==> src/csr_pkg.sv <==
`default_nettype none
package csr_pkg;
    localparam logic [3:0] OFF_KEY      = 4'h4;
    localparam logic [3:0] OFF_EXT_PTR  = 4'hb;
    localparam logic [3:0] OFF_SP_LOW   = 4'hd;
    localparam logic [3:0] OFF_SP_HIGH  = 4'he;
    localparam logic [3:0] OFF_FLAGS    = 4'hf;

    localparam logic [7:0] KEY_RESET    = 8'h00;
    localparam logic [7:0] EXT_RESET    = 8'h00;
    localparam logic [7:0] FLAGS_RESET  = 8'h00;
    localparam logic [15:0] SRAM_TOP    = 16'h7fff;

    localparam logic [7:0] SELF_PROGRAM_SIGNATURE = 8'h9d;
    localparam logic [7:0] IO_UNLOCK_SIGNATURE    = 8'hd8;
    localparam int KEY_IO_BIT  = 0;
    localparam int KEY_SPM_BIT = 1;

    localparam int FLAG_I = 7;
    localparam int FLAG_T = 6;
    localparam int FLAG_H = 5;
    localparam int FLAG_S = 4;
    localparam int FLAG_V = 3;
    localparam int FLAG_N = 2;
    localparam int FLAG_Z = 1;
    localparam int FLAG_C = 0;

    localparam logic [2:0] WINDOW_INSTRS = 3'h4;

    localparam logic [15:0] FLASH_DATA_BASE = 16'h8000;
    localparam int FLASH_SECTION_BITS = 15;
    localparam int FLASH_PAGE_BITS    = 9;
    localparam int FLASH_PAGES        = 256;

    typedef struct packed {
        logic       wr;
        logic       rd;
        logic [3:0] addr;
        logic [7:0] wdata;
    } csr_io_req_t;

    typedef struct packed {
        logic upd_h;
        logic upd_vnzc;
        logic h;
        logic v;
        logic n;
        logic z;
        logic c;
    } csr_alu_flags_t;

    typedef enum logic [2:0] {
        WIN_IDLE = 3'b001,
        WIN_IO   = 3'b010,
        WIN_SPM  = 3'b100
    } csr_window_t;
endpackage
`default_nettype wire

==> src/csr_cpu_special_registers.sv <==
// Notes on behaviour
// - a valid key opens a protection window for the next four instructions
// - 0x9D unlocks self-programming, 0xD8 unlocks protected I/O registers
// - no interrupt taken while a window is open; pending ones taken afterwards
// - key bit 0 reads one in I/O window, bit 1 in self-program window
// - key bits 7:2 always read zero
// - NVM access or sleep closes an open window at once; a memory write closes only the I/O window
// - stack pointer resets to the top SRAM address
// - only needed stack pointer bits stored; upper bits fixed to keep it in SRAM
// - stack pointer low byte at base offset, high byte at base plus one
// - low byte write blocks interrupts four instructions or until next I/O write
// - status bit 7 is global interrupt enable gating all interrupts
// - interrupt entry and return leave the enable bit alone; software only
// - changing enable bit by I/O access adds one wait cycle
// - status bit 6 is bit-load source and bit-store destination
// - status bit 5 tracks half carry of supporting operations
// - status bit 4 loads negative xor overflow on each ALU update of bits 3..0; a half-carry-only update leaves it
// - bits 3..0 hold overflow, negative, zero, carry of the last result
// - extended pointer byte forms address bits 23:16 above the 16-bit pointer
// - unimplemented extended pointer bits read as zero
// - plain program-memory load ignores the extended pointer byte
// - a selectable 32 KB flash section appears at data 0x8000..0xFFFF
// - program-memory load and self-programming address flash from zero
// - flash is 16-bit words in 256 pages of 512 bytes
`timescale 1ns/1ps
`default_nettype none
module csr_cpu_special_registers #(
    parameter int SP_BITS    = 14,
    parameter int EXT_BITS   = 1,
    parameter int FLASH_BITS = 17
) (
    input  wire logic                   clk,
    input  wire logic                   rst,
    input  wire csr_pkg::csr_io_req_t   io_req,
    output logic [7:0]                  io_rdata,
    output logic                        io_wait,
    input  wire logic                   instr_done,
    input  wire logic                   io_mem_wr,
    input  wire logic                   data_mem_wr,
    input  wire logic                   nvm_access,
    input  wire logic                   sleep_exec,
    input  wire logic                   set_interrupt_enable_instr,
    input  wire logic                   clear_interrupt_enable_instr,
    input  wire csr_pkg::csr_alu_flags_t alu_flags,
    input  wire logic                   bit_store_instr,
    input  wire logic                   bit_store_val,
    output logic                        bit_load_val,
    input  wire logic                   sp_push,
    input  wire logic                   sp_pop,
    input  wire logic                   irq_pending,
    output logic                        irq_take,
    output logic                        io_unlock_active,
    output logic                        self_program_active,
    output logic [15:0]                 stack_pointer,
    output logic [7:0]                  processor_status_flags,
    input  wire logic [15:0]            z_pointer,
    output logic [23:0]                 extended_address,
    output logic [23:0]                 program_memory_load_address,
    input  wire logic [15:0]            data_address,
    input  wire logic [1:0]             flash_section,
    output logic                        data_flash_hit,
    output logic [FLASH_BITS-1:0]       data_flash_byte,
    output logic [FLASH_BITS-2:0]       flash_word_address,
    output logic [7:0]                  flash_page
);
    generate
        if (SP_BITS < 8 || SP_BITS > 16) begin : g_bad_sp
            $error("SP_BITS must lie in 8..16");
        end
        if (EXT_BITS < 1 || EXT_BITS > 8) begin : g_bad_ext
            $error("EXT_BITS must lie in 1..8");
        end
        if (FLASH_BITS < 17 || FLASH_BITS > 24) begin : g_bad_flash
            $error("FLASH_BITS must lie in 17..24");
        end
        // extended byte must reach every flash address bit
        if (FLASH_BITS > 16 + EXT_BITS) begin : g_bad_reach
            $error("EXT_BITS too small for FLASH_BITS");
        end
        // page number output is eight bits
        if ((1 << (FLASH_BITS - csr_pkg::FLASH_PAGE_BITS)) > csr_pkg::FLASH_PAGES) begin : g_bad_page
            $error("FLASH_BITS gives too many pages");
        end
    endgenerate

    // masks of the implemented pointer bits
    localparam logic [15:0] SP_KEEP = 16'((32'h1 << SP_BITS) - 1);
    localparam logic [7:0] EXT_KEEP = 8'((32'h1 << EXT_BITS) - 1);

    function automatic logic is_wr(input csr_pkg::csr_io_req_t r, input logic [3:0] a);
        return r.wr && (r.addr == a);
    endfunction

    // a window or guard ends on the instruction that empties its count
    function automatic logic is_last(input logic [2:0] cnt);
        return cnt == 3'h1;
    endfunction

    // fixed upper bits keep the pointer inside SRAM
    function automatic logic [15:0] sp_fix(input logic [15:0] v);
        return (v & SP_KEEP) | (csr_pkg::SRAM_TOP & ~SP_KEEP);
    endfunction

    // protection window
    csr_pkg::csr_window_t win;
    csr_pkg::csr_window_t next_win;
    logic [2:0] win_cnt;
    logic [2:0] next_win_cnt;
    logic       key_wr;
    logic       other_wr;
    logic       cancel_any;

    assign key_wr     = is_wr(io_req, csr_pkg::OFF_KEY);
    assign other_wr   = (io_req.wr && !key_wr) || io_mem_wr || data_mem_wr;
    assign cancel_any = nvm_access || sleep_exec;

    always_comb begin
        next_win     = win;
        next_win_cnt = win_cnt;
        unique case (win)
            csr_pkg::WIN_IDLE: begin
            end
            // any non-key write ends the I/O window early
            csr_pkg::WIN_IO: begin
                if (other_wr || cancel_any) begin
                    next_win = csr_pkg::WIN_IDLE;
                end else if (instr_done) begin
                    next_win_cnt = win_cnt - 3'h1;
                    if (is_last(win_cnt)) begin
                        next_win = csr_pkg::WIN_IDLE;
                    end
                end
            end
            // memory writes leave the self-program window open
            csr_pkg::WIN_SPM: begin
                if (cancel_any) begin
                    next_win = csr_pkg::WIN_IDLE;
                end else if (instr_done) begin
                    next_win_cnt = win_cnt - 3'h1;
                    if (is_last(win_cnt)) begin
                        next_win = csr_pkg::WIN_IDLE;
                    end
                end
            end
            default: begin
                next_win = csr_pkg::WIN_IDLE;
            end
        endcase
        // a key write wins over a same-cycle cancel or count
        if (key_wr) begin
            if (io_req.wdata == csr_pkg::IO_UNLOCK_SIGNATURE) begin
                next_win     = csr_pkg::WIN_IO;
                next_win_cnt = csr_pkg::WINDOW_INSTRS;
            end else if (io_req.wdata == csr_pkg::SELF_PROGRAM_SIGNATURE) begin
                next_win     = csr_pkg::WIN_SPM;
                next_win_cnt = csr_pkg::WINDOW_INSTRS;
            end else begin
                next_win = csr_pkg::WIN_IDLE;
            end
        end
    end

    always_ff @(posedge clk) begin
        if (rst) begin
            win     <= csr_pkg::WIN_IDLE;
            win_cnt <= 3'h0;
        end else begin
            win     <= next_win;
            win_cnt <= next_win_cnt;
        end
    end

    assign io_unlock_active    = (win == csr_pkg::WIN_IO);
    assign self_program_active = (win == csr_pkg::WIN_SPM);

    // stack pointer and its write guard
    logic [15:0] sp;
    logic [15:0] next_sp;
    logic        guard;
    logic        next_guard;
    logic [2:0]  guard_cnt;
    logic [2:0]  next_guard_cnt;
    logic        spl_wr;

    assign spl_wr = is_wr(io_req, csr_pkg::OFF_SP_LOW);

    always_comb begin
        next_sp = sp;
        // byte writes win over a same-cycle push or pop
        if (spl_wr) begin
            next_sp = sp_fix({sp[15:8], io_req.wdata});
        end else if (is_wr(io_req, csr_pkg::OFF_SP_HIGH)) begin
            next_sp = sp_fix({io_req.wdata, sp[7:0]});
        end else if (sp_push) begin
            next_sp = sp_fix(sp - 16'h0001);
        end else if (sp_pop) begin
            next_sp = sp_fix(sp + 16'h0001);
        end
        next_guard     = guard;
        next_guard_cnt = guard_cnt;
        // the low byte write restarts the guard rather than ending it
        if (spl_wr) begin
            next_guard     = 1'b1;
            next_guard_cnt = csr_pkg::WINDOW_INSTRS;
        end else if (guard) begin
            if (io_req.wr || io_mem_wr) begin
                next_guard = 1'b0;
            end else if (instr_done) begin
                next_guard_cnt = guard_cnt - 3'h1;
                if (is_last(guard_cnt)) begin
                    next_guard = 1'b0;
                end
            end
        end
    end

    always_ff @(posedge clk) begin
        if (rst) begin
            sp        <= csr_pkg::SRAM_TOP;
            guard     <= 1'b0;
            guard_cnt <= 3'h0;
        end else begin
            sp        <= next_sp;
            guard     <= next_guard;
            guard_cnt <= next_guard_cnt;
        end
    end

    assign stack_pointer = sp;

    // status flags and extended pointer
    logic [7:0] flags;
    logic [7:0] next_flags;
    logic [7:0] ext;
    logic [7:0] next_ext;
    logic       flags_wr;

    assign flags_wr = is_wr(io_req, csr_pkg::OFF_FLAGS);

    always_comb begin
        next_flags = flags;
        // a register write wins over instruction and ALU updates
        if (flags_wr) begin
            next_flags = io_req.wdata;
        end else begin
            // interrupt entry and return have no path here
            if (set_interrupt_enable_instr) begin
                next_flags[csr_pkg::FLAG_I] = 1'b1;
            end else if (clear_interrupt_enable_instr) begin
                next_flags[csr_pkg::FLAG_I] = 1'b0;
            end
            if (bit_store_instr) begin
                next_flags[csr_pkg::FLAG_T] = bit_store_val;
            end
            if (alu_flags.upd_h) begin
                next_flags[csr_pkg::FLAG_H] = alu_flags.h;
            end
            if (alu_flags.upd_vnzc) begin
                next_flags[csr_pkg::FLAG_V] = alu_flags.v;
                next_flags[csr_pkg::FLAG_N] = alu_flags.n;
                next_flags[csr_pkg::FLAG_Z] = alu_flags.z;
                next_flags[csr_pkg::FLAG_C] = alu_flags.c;
                next_flags[csr_pkg::FLAG_S] = alu_flags.n ^ alu_flags.v;
            end
        end
        // unimplemented extended bits are never stored
        next_ext = ext;
        if (is_wr(io_req, csr_pkg::OFF_EXT_PTR)) begin
            next_ext = io_req.wdata & EXT_KEEP;
        end
    end

    always_ff @(posedge clk) begin
        if (rst) begin
            flags <= csr_pkg::FLAGS_RESET;
            ext   <= csr_pkg::EXT_RESET;
        end else begin
            flags <= next_flags;
            ext   <= next_ext;
        end
    end

    assign processor_status_flags = flags;
    assign bit_load_val           = flags[csr_pkg::FLAG_T];

    // one wait cycle when an I/O write flips the enable bit
    // the write still lands on the same edge
    assign io_wait = flags_wr &&
                     (io_req.wdata[csr_pkg::FLAG_I] != flags[csr_pkg::FLAG_I]);

    // interrupts held off by the enable bit, open window or stack guard
    // a held-off request stays pending and is taken once the hold-off ends
    assign irq_take = irq_pending && flags[csr_pkg::FLAG_I] &&
                      (win == csr_pkg::WIN_IDLE) && !guard;

    // read data
    logic [7:0] next_rdata;

    always_comb begin
        // read data holds until the next read
        next_rdata = io_rdata;
        if (io_req.rd) begin
            unique case (io_req.addr)
                // only the two window bits are live
                csr_pkg::OFF_KEY: begin
                    next_rdata = csr_pkg::KEY_RESET;
                    next_rdata[csr_pkg::KEY_IO_BIT]  = io_unlock_active;
                    next_rdata[csr_pkg::KEY_SPM_BIT] = self_program_active;
                end
                csr_pkg::OFF_EXT_PTR: begin
                    next_rdata = ext;
                end
                csr_pkg::OFF_SP_LOW: begin
                    next_rdata = sp[7:0];
                end
                csr_pkg::OFF_SP_HIGH: begin
                    next_rdata = sp[15:8];
                end
                csr_pkg::OFF_FLAGS: begin
                    next_rdata = flags;
                end
                // unmapped offsets read zero
                default: begin
                    next_rdata = 8'h00;
                end
            endcase
        end
    end

    always_ff @(posedge clk) begin
        if (rst) begin
            io_rdata <= 8'h00;
        end else begin
            io_rdata <= next_rdata;
        end
    end

    // flash addressing, one register stage like the other data outputs
    logic [23:0]           next_extended_address;
    logic [23:0]           next_program_memory_load_address;
    logic                  next_data_flash_hit;
    logic [FLASH_BITS-1:0] next_data_flash_byte;
    logic [FLASH_BITS-2:0] next_flash_word_address;
    logic [7:0]            next_flash_page;

    always_comb begin
        next_extended_address            = {ext, z_pointer};
        next_program_memory_load_address = {8'h00, z_pointer};
        next_data_flash_hit              = (data_address >= csr_pkg::FLASH_DATA_BASE);
        next_data_flash_byte             = FLASH_BITS'({flash_section,
                                           data_address[csr_pkg::FLASH_SECTION_BITS-1:0]});
        next_flash_word_address          = next_extended_address[FLASH_BITS-1:1];
        next_flash_page                  = next_extended_address[csr_pkg::FLASH_PAGE_BITS +: 8];
    end

    always_ff @(posedge clk) begin
        if (rst) begin
            extended_address            <= 24'h00_0000;
            program_memory_load_address <= 24'h00_0000;
            data_flash_hit              <= 1'b0;
            data_flash_byte             <= '0;
            flash_word_address          <= '0;
            flash_page                  <= 8'h00;
        end else begin
            extended_address            <= next_extended_address;
            program_memory_load_address <= next_program_memory_load_address;
            data_flash_hit              <= next_data_flash_hit;
            data_flash_byte             <= next_data_flash_byte;
            flash_word_address          <= next_flash_word_address;
            flash_page                  <= next_flash_page;
        end
    end
endmodule
`default_nettype wire

==> config.mk <==
export PLATFORM = sky130hd
export DESIGN_NAME = csr_cpu_special_registers
export DESIGN_NICKNAME = d
export VERILOG_FILES = /design/src/csr_pkg.sv /design/src/csr_cpu_special_registers.sv
export SDC_FILE = /design/constraint.sdc
export NUM_CORES = 1
export LEC_CHECK = 0
export CORE_MARGIN = 2
export CORE_UTILIZATION = 55
export CTS_CLUSTER_SIZE = 8
export DETAILED_ROUTE_END_ITERATION = 8
export DONT_BUFFER_PORTS = 1
export GPL_TIMING_DRIVEN = 0
export MAX_ROUTING_LAYER = met4
export PLACE_DENSITY = 0.67
export SLEW_MARGIN = 20
export SYNTH_ARGS = -nofsm -noshare
export SYNTH_HDL_FRONTEND = slang
export SYNTH_SLANG_ARGS = --single-unit
==> constraint.sdc <==
create_clock -name clk -period 2.6 [get_ports clk]
set_clock_uncertainty 0.15 [all_clocks]
set_input_delay 0.52 -clock clk [delete_from_list [all_inputs] [get_ports clk]]
set_output_delay 0.52 -clock clk [all_outputs]
set_load 0.01 [all_outputs]
==> impl_metrics.toml, run 1 <==
[cells_and_area]
antenna_cells = 0
final_common_cell = "dfxtp_1"
area_growth_pct = 9.55
fillers = 658
final_cell_mix = "dfxtp_1, buf_4, nor2_1"
multi_input_area_um2 = 2160
register_area_um2 = 1520
drive_gt1_frac = 0.202
nets = 600

[power_and_ir_drop]
switching_share = 0.324
p_clk_frac = 0.311
ir_drop_uv = 372
seq_power_share = 0.446
powerDensity_nw_per_um2 = 694
p_leak_uw = 0.00196
pwr-share-comb = 0.243
p_int_uw = 2170
p_switching_uw = 1040

[critical_path]
cp.required_ns = 2.68
reg2reg_from = "stack_pointer[1]"
arrival_ns = 2.50
reg2reg_to = "stack_pointer[12]"
cpMostUsedCell = "a31oi_1"
cp-end-kind = "register"
cp_slowest_cell = "dfxtp_1"
max_stage_delay_ns = 0.51
r2r_cells = 8
cpLargestDelayFamily = "compound AO/OA/AOI/OAI gates"
regToRegSetupSlack_ns = 0.19
worstSetupPathType = "reg2reg"
path_buf_inv = 1
startpoint_type = "register"
crit_chain = "inv_1 -> fa_1 -> nor2b_1 -> o31a_1 -> a2bb2oi_1 -> a31oi_1 -> xnor2_1 -> a31oi_1"
critPathMaxFanout = 5

[run]
drv_cap = 0

[sta]
drv_slew = 0
layout_min_cycle_time_ns = 2.41
worst_pin_slew_ns = 0.791
hold_viol = 0
fin_tns_setup_ns = 0
fin_crit_sh = 0.929
fin_ws_ns = 0.185
fmax_mhz = 414
rsz0062_at_grt = "false"
finalSetupViolations = 0
relSlewSlack = 0.471

[drt]
drt-total-wl_um = 10800
routed.top_layer = "met4"
antenna_left = 0
dr.pass1.iters = 4
wl_per_cell_um = 17.5
vias_per_cell = 5.57
met3_length_um = 964
drtIter0Drc = 104
met2WireLength_um = 5250
met1_length_um = 4400
drc_errors = 0
num_vias = 3440

[floorplan]
placementRows = 31
die_h_um = 91.7
core_um2 = 7370
ios = 196
die_w_um = 91.7
dieArea_um2 = 8410
initial_core_util = 0.574

[global_routing]
grt_pass1_wl_um = 16400
antenna_found_initial = 0
grt_pass1_vias = 3097
grt.overflow.total = 0
grt_max_degree = 16
grt_usage = 0.255

[logic_synthesis]
yosysSeqAreaShare = 0.360
syn_area_per_cell_um2 = 8.67
synth.distinct_cells = 66
synth.ff_latch_count = 76
synthArstFlopShare = 0
yosys_warnings = 0
synth_edf_count = 0
synthCells = 488
synthFlopType = "dfxtp_1"
netlist_area_um2 = 4230

[clocking]
tritoncts = "done"
cts_sinks = 76
clk_latency_ns = 0.36
clk_pin_slew_ns = 0.09
cts.path.max_buffers = 2
cts_buffers = 9
cts_max_level = 3
root_buffer = "clkbuf_8"

[min_path]
min_to = "data_flash_byte[4]"
holdPathStages = 1
hp-class = "in2reg"
hp-start = "data_address[4]"

[place]
dpl_worst_slack_ns = 0.136
dp_hpwl_um = 8580
port_buffers = 0
gp_congestion = 0.872

[outcome]
outcome = "complete, no violations"
[how the worst max path moves through the flow]
stage,startpoint,endpoint,cells past startpoint
3_5_place_dp,stack_pointer[0],stack_pointer[12],8
4_1_cts,stack_pointer[0],stack_pointer[12],8
5_1_grt,stack_pointer[1],stack_pointer[12],8
6_report,stack_pointer[1],stack_pointer[12],8
2_1_floorplan,sp_push,stack_pointer[12],8
3_3_place_gp,stack_pointer[0],stack_pointer[12],8
[power groups by stage]
stage	logic (µW)	registers [µW]	clock network, µW
6_report	781	1430	999
3_5_place_dp	772	1460	0
2_1_floorplan	648	1410	0
4_1_cts	775	1430	1020
5_1_grt	862	1450	1070
3_3_place_gp	758	1460	0
[stage by stage]
stage	total power (µW)	util	hold slack, ns	instance area, µm²	cells
2_1_floorplan	2050	-	0.310	4290	503
3_5_place_dp	2230	0.599	0.332	4410	602
5_1_grt	3380	0.629	0.122	4640	618
3_3_place_gp	2220	0.599	0.330	4410	602
4_1_cts	3230	0.629	0.121	4630	618
6_report	3220	0.629	0.135	4640	618
[cell type report]
cell class	count	area share
Buffer	77	0.117
Clock buffer	9	0.0267
Clock inverter	7	0.0213
Inverter	17	0.0138
Multi-Input combinational cell	333	0.466
Sequential cell	76	0.328
Tap cell	99	0.0267
[flip-flops by register name, indices dropped and copies added, names as in the netlist, 2 cells and up]
register and flops:
stack_pointer 14, win 3, data_flash_byte 17, program_memory_load_address 15, io_rdata 8, flash_word_address 2, processor_status_flags 8, guard_cnt 3
win_cnt 3
[per-layer routing]
layer,up-vias,track usage
met5,-,-
met4,0,0.0933
met3,17,0.0756
met2,149,0.417
met1,1595,0.299
li1,1679,-
[synthesized netlist by cell type (all sizes together) (4+ instances only)]
master   n  share of area
a21o     4         0.0089
xnor2   11          0.023
nor3b    4         0.0095
ha      16          0.047
mux2i   10          0.024
o21a     5         0.0089
buf     67           0.12
a22oi    7          0.012
and3     4         0.0059
inv     17          0.015
nor3     8          0.011
nor2    43          0.038
nor2b   39          0.058
a221oi   6          0.012
o22ai    4         0.0059
a21oi   31          0.038
a211oi   9          0.016
clkbuf  10         0.0089
nand3    8          0.011
dfxtp   76           0.36
nand2   30          0.028
mux2     5          0.013
o21ai   29          0.034
[kinds of logic after synthesis]
kind of cell | share of synthesized area
AO/OA/AOI/OAI | 0.188
AND/OR/NAND/NOR | 0.194
other | 0.00177
XOR/XNOR | 0.0248
buffers and inverters | 0.143
adder cells (fa/ha/maj) | 0.0520
multiplexers | 0.0370
flip-flops | 0.360
[what timing repair did]
action / 4_1_cts / 5_1_grt
hold buffers: 0 / 0
resized for setup: 0 / 1
buffers inserted: 0 / 0
setup endpoints to repair: 0 / 1
(Power assumes the default switching activity.)
==> inputs of run 2 (changes only) <==
--- a/config.mk
+++ b/config.mk
@@ -13,7 +13,6 @@
 export GPL_TIMING_DRIVEN = 0
 export MAX_ROUTING_LAYER = met4
 export PLACE_DENSITY = 0.67
-export SLEW_MARGIN = 20
 export SYNTH_ARGS = -nofsm -noshare
 export SYNTH_HDL_FRONTEND = slang
 export SYNTH_SLANG_ARGS = --single-unit
==> constraint.sdc (replaced) <==
create_clock -name clk -period 2.6 [get_ports clk]
set_clock_uncertainty 0.15 [all_clocks]
set_input_delay 0.52 -clock clk [delete_from_list [all_inputs] [get_ports clk]]
set_output_delay 0.52 -clock clk [all_outputs]
set_load 0.005 [all_outputs]
==> run 2 against run 1 <==
Sequential share of layout area about the same. Core utilization is essentially flat. Critical endpoint unchanged. Critical path depth unchanged. First-iteration DRC count is the same. Sequential power about the same. Combinational power decreased by 2%. Cell area hardly changed. Worst setup slack got worse by 0.026 ns.
==> impl_metrics.toml, run 2 (same netlist as run 1, synthesis figures left out) <==
[outcome]
outcome = "complete, no violations"

[global_routing]
grt_pass1_wl_um = 16400
grt.overflow.total = 0
grt_usage = 0.255
grt_pass1_vias = 3097
grt_max_degree = 16
antenna_found_initial = 0

[clocking]
hold_buffers = 0
clk_pin_slew_ns = 0.09
cts_buffers = 9
cts.path.max_buffers = 2
cts_resized = 0
root_buffer = "clkbuf_8"
cts_sinks = 76
cts_max_level = 3
tritoncts = "done"
clk_latency_ns = 0.36
post_cts_buffers = 0

[place]
port_buffers = 0
dp_hpwl_um = 8580
gp_congestion = 0.872

[floorplan]
dieArea_um2 = 8410
core_um2 = 7370
die_w_um = 91.7
placementRows = 31
initial_core_util = 0.574
ios = 196
die_h_um = 91.7

[power_and_ir_drop]
p_leak_uw = 0.00196
ir_drop_uv = 367
p_total_uw = 3160
powerDensity_nw_per_um2 = 682

[min_path]
holdPathStages = 1
min_to = "data_flash_byte[4]"
hp-start = "data_address[4]"
hp-class = "in2reg"

[drt]
drt-total-wl_um = 10800
dr.pass1.iters = 4
drc_errors = 0
vias_per_cell = 5.57
antenna_left = 0
num_vias = 3440
wl_per_cell_um = 17.5
drtIter0Drc = 104

[sta]
worst_pin_slew_ns = 0.791
relSlewSlack = 0.471
fin_crit_sh = 0.939
finalSetupViolations = 0
drv_slew = 0
layout_min_cycle_time_ns = 2.44
fin_tns_setup_ns = 0
rsz0062_at_grt = "false"
fmax_mhz = 410
hold_viol = 0

[critical_path]
startpoint_type = "register"
regToRegSetupSlack_ns = 0.16
critPathMaxFanout = 6
reg2reg_to = "stack_pointer[12]"
cp.required_ns = 2.68
cp-end-kind = "register"
r2r_cells = 8
arrival_ns = 2.52
worstSetupPathType = "reg2reg"
reg2reg_from = "stack_pointer[0]"

[cells_and_area]
nets = 600
antenna_cells = 0
drive_gt1_frac = 0.200
top_register = "data_flash_byte"
largest_reg_flops = 17
area_growth_pct = 9.52
final_cell_mix = "dfxtp_1, buf_4, nor2_1"
final_common_cell = "dfxtp_1"

[run]
drv_cap = 0
## run 2: cell count changes in the layout (fill, tap and decap cells not counted)
cell | previous run | this run
dfxtp_1 | 75 | 76
dfxtp_2 | 1 | 0
## run 2: final cells by class
cell class / instances / area [µm²]
multi-input combinational: 333 / 2160
inverter: 17 / 63.8
buffer: 77 / 543
clock buffer: 9 / 124
tap: 99 / 124
fill: 658 / 2740
sequential: 76 / 1520
clock inverter: 7 / 98.8
## run 2: layer usage
layer | up-vias | wire [µm] | part of all wire | track usage
li1 | 1679 | - | - | -
met1 | 1595 | 4400 | 0.41 | 0.299
met2 | 149 | 5250 | 0.49 | 0.417
met3 | 17 | 964 | 0.089 | 0.0756
met4 | 0 | 200 | 0.018 | 0.0933
met5 | - | 0 | 0 | -
## run 2: per-stage QoR
stage,worst slack [ns],hold slack (ns),cells,area (µm²),utilization
after CTS,0.179,0.121,618,4630,0.629
after detailed placement,0.179,0.332,602,4410,0.599
after global routing,0.0296,0.122,618,4630,0.629
after global placement,0.190,0.330,602,4410,0.599
after floorplan,0.456,0.299,503,4290,-
final,0.159,0.135,618,4630,0.629
## run 2: how the worst max path moves through the flow
| stage | start | end |
|---|---|---|
| finish | stack_pointer[0] | stack_pointer[12] |
| global route | stack_pointer[0] | stack_pointer[12] |
| CTS | stack_pointer[0] | stack_pointer[12] |
| detailed placement | stack_pointer[0] | stack_pointer[12] |
| global placement | stack_pointer[0] | stack_pointer[12] |
| floorplan | sp_push | stack_pointer[12] |
## run 2: worst max-delay path: stages, from the launching register on
cell	delay (ns)
dfxtp_1	0.48
inv_1	0.13
fa_1	0.41
nor2b_1	0.21
o31a_1	0.21
a2bb2oi_1	0.30
a31oi_1	0.15
xnor2_1	0.18
a31oi_1	0.11
## run 2: power breakdown
| part | internal (µW) | total, µW | switching, µW |
|---|---|---|---|
| registers | 1260 | 1400 | 139 |
| clock network | 545 | 999 | 455 |
| logic | 366 | 762 | 396 |
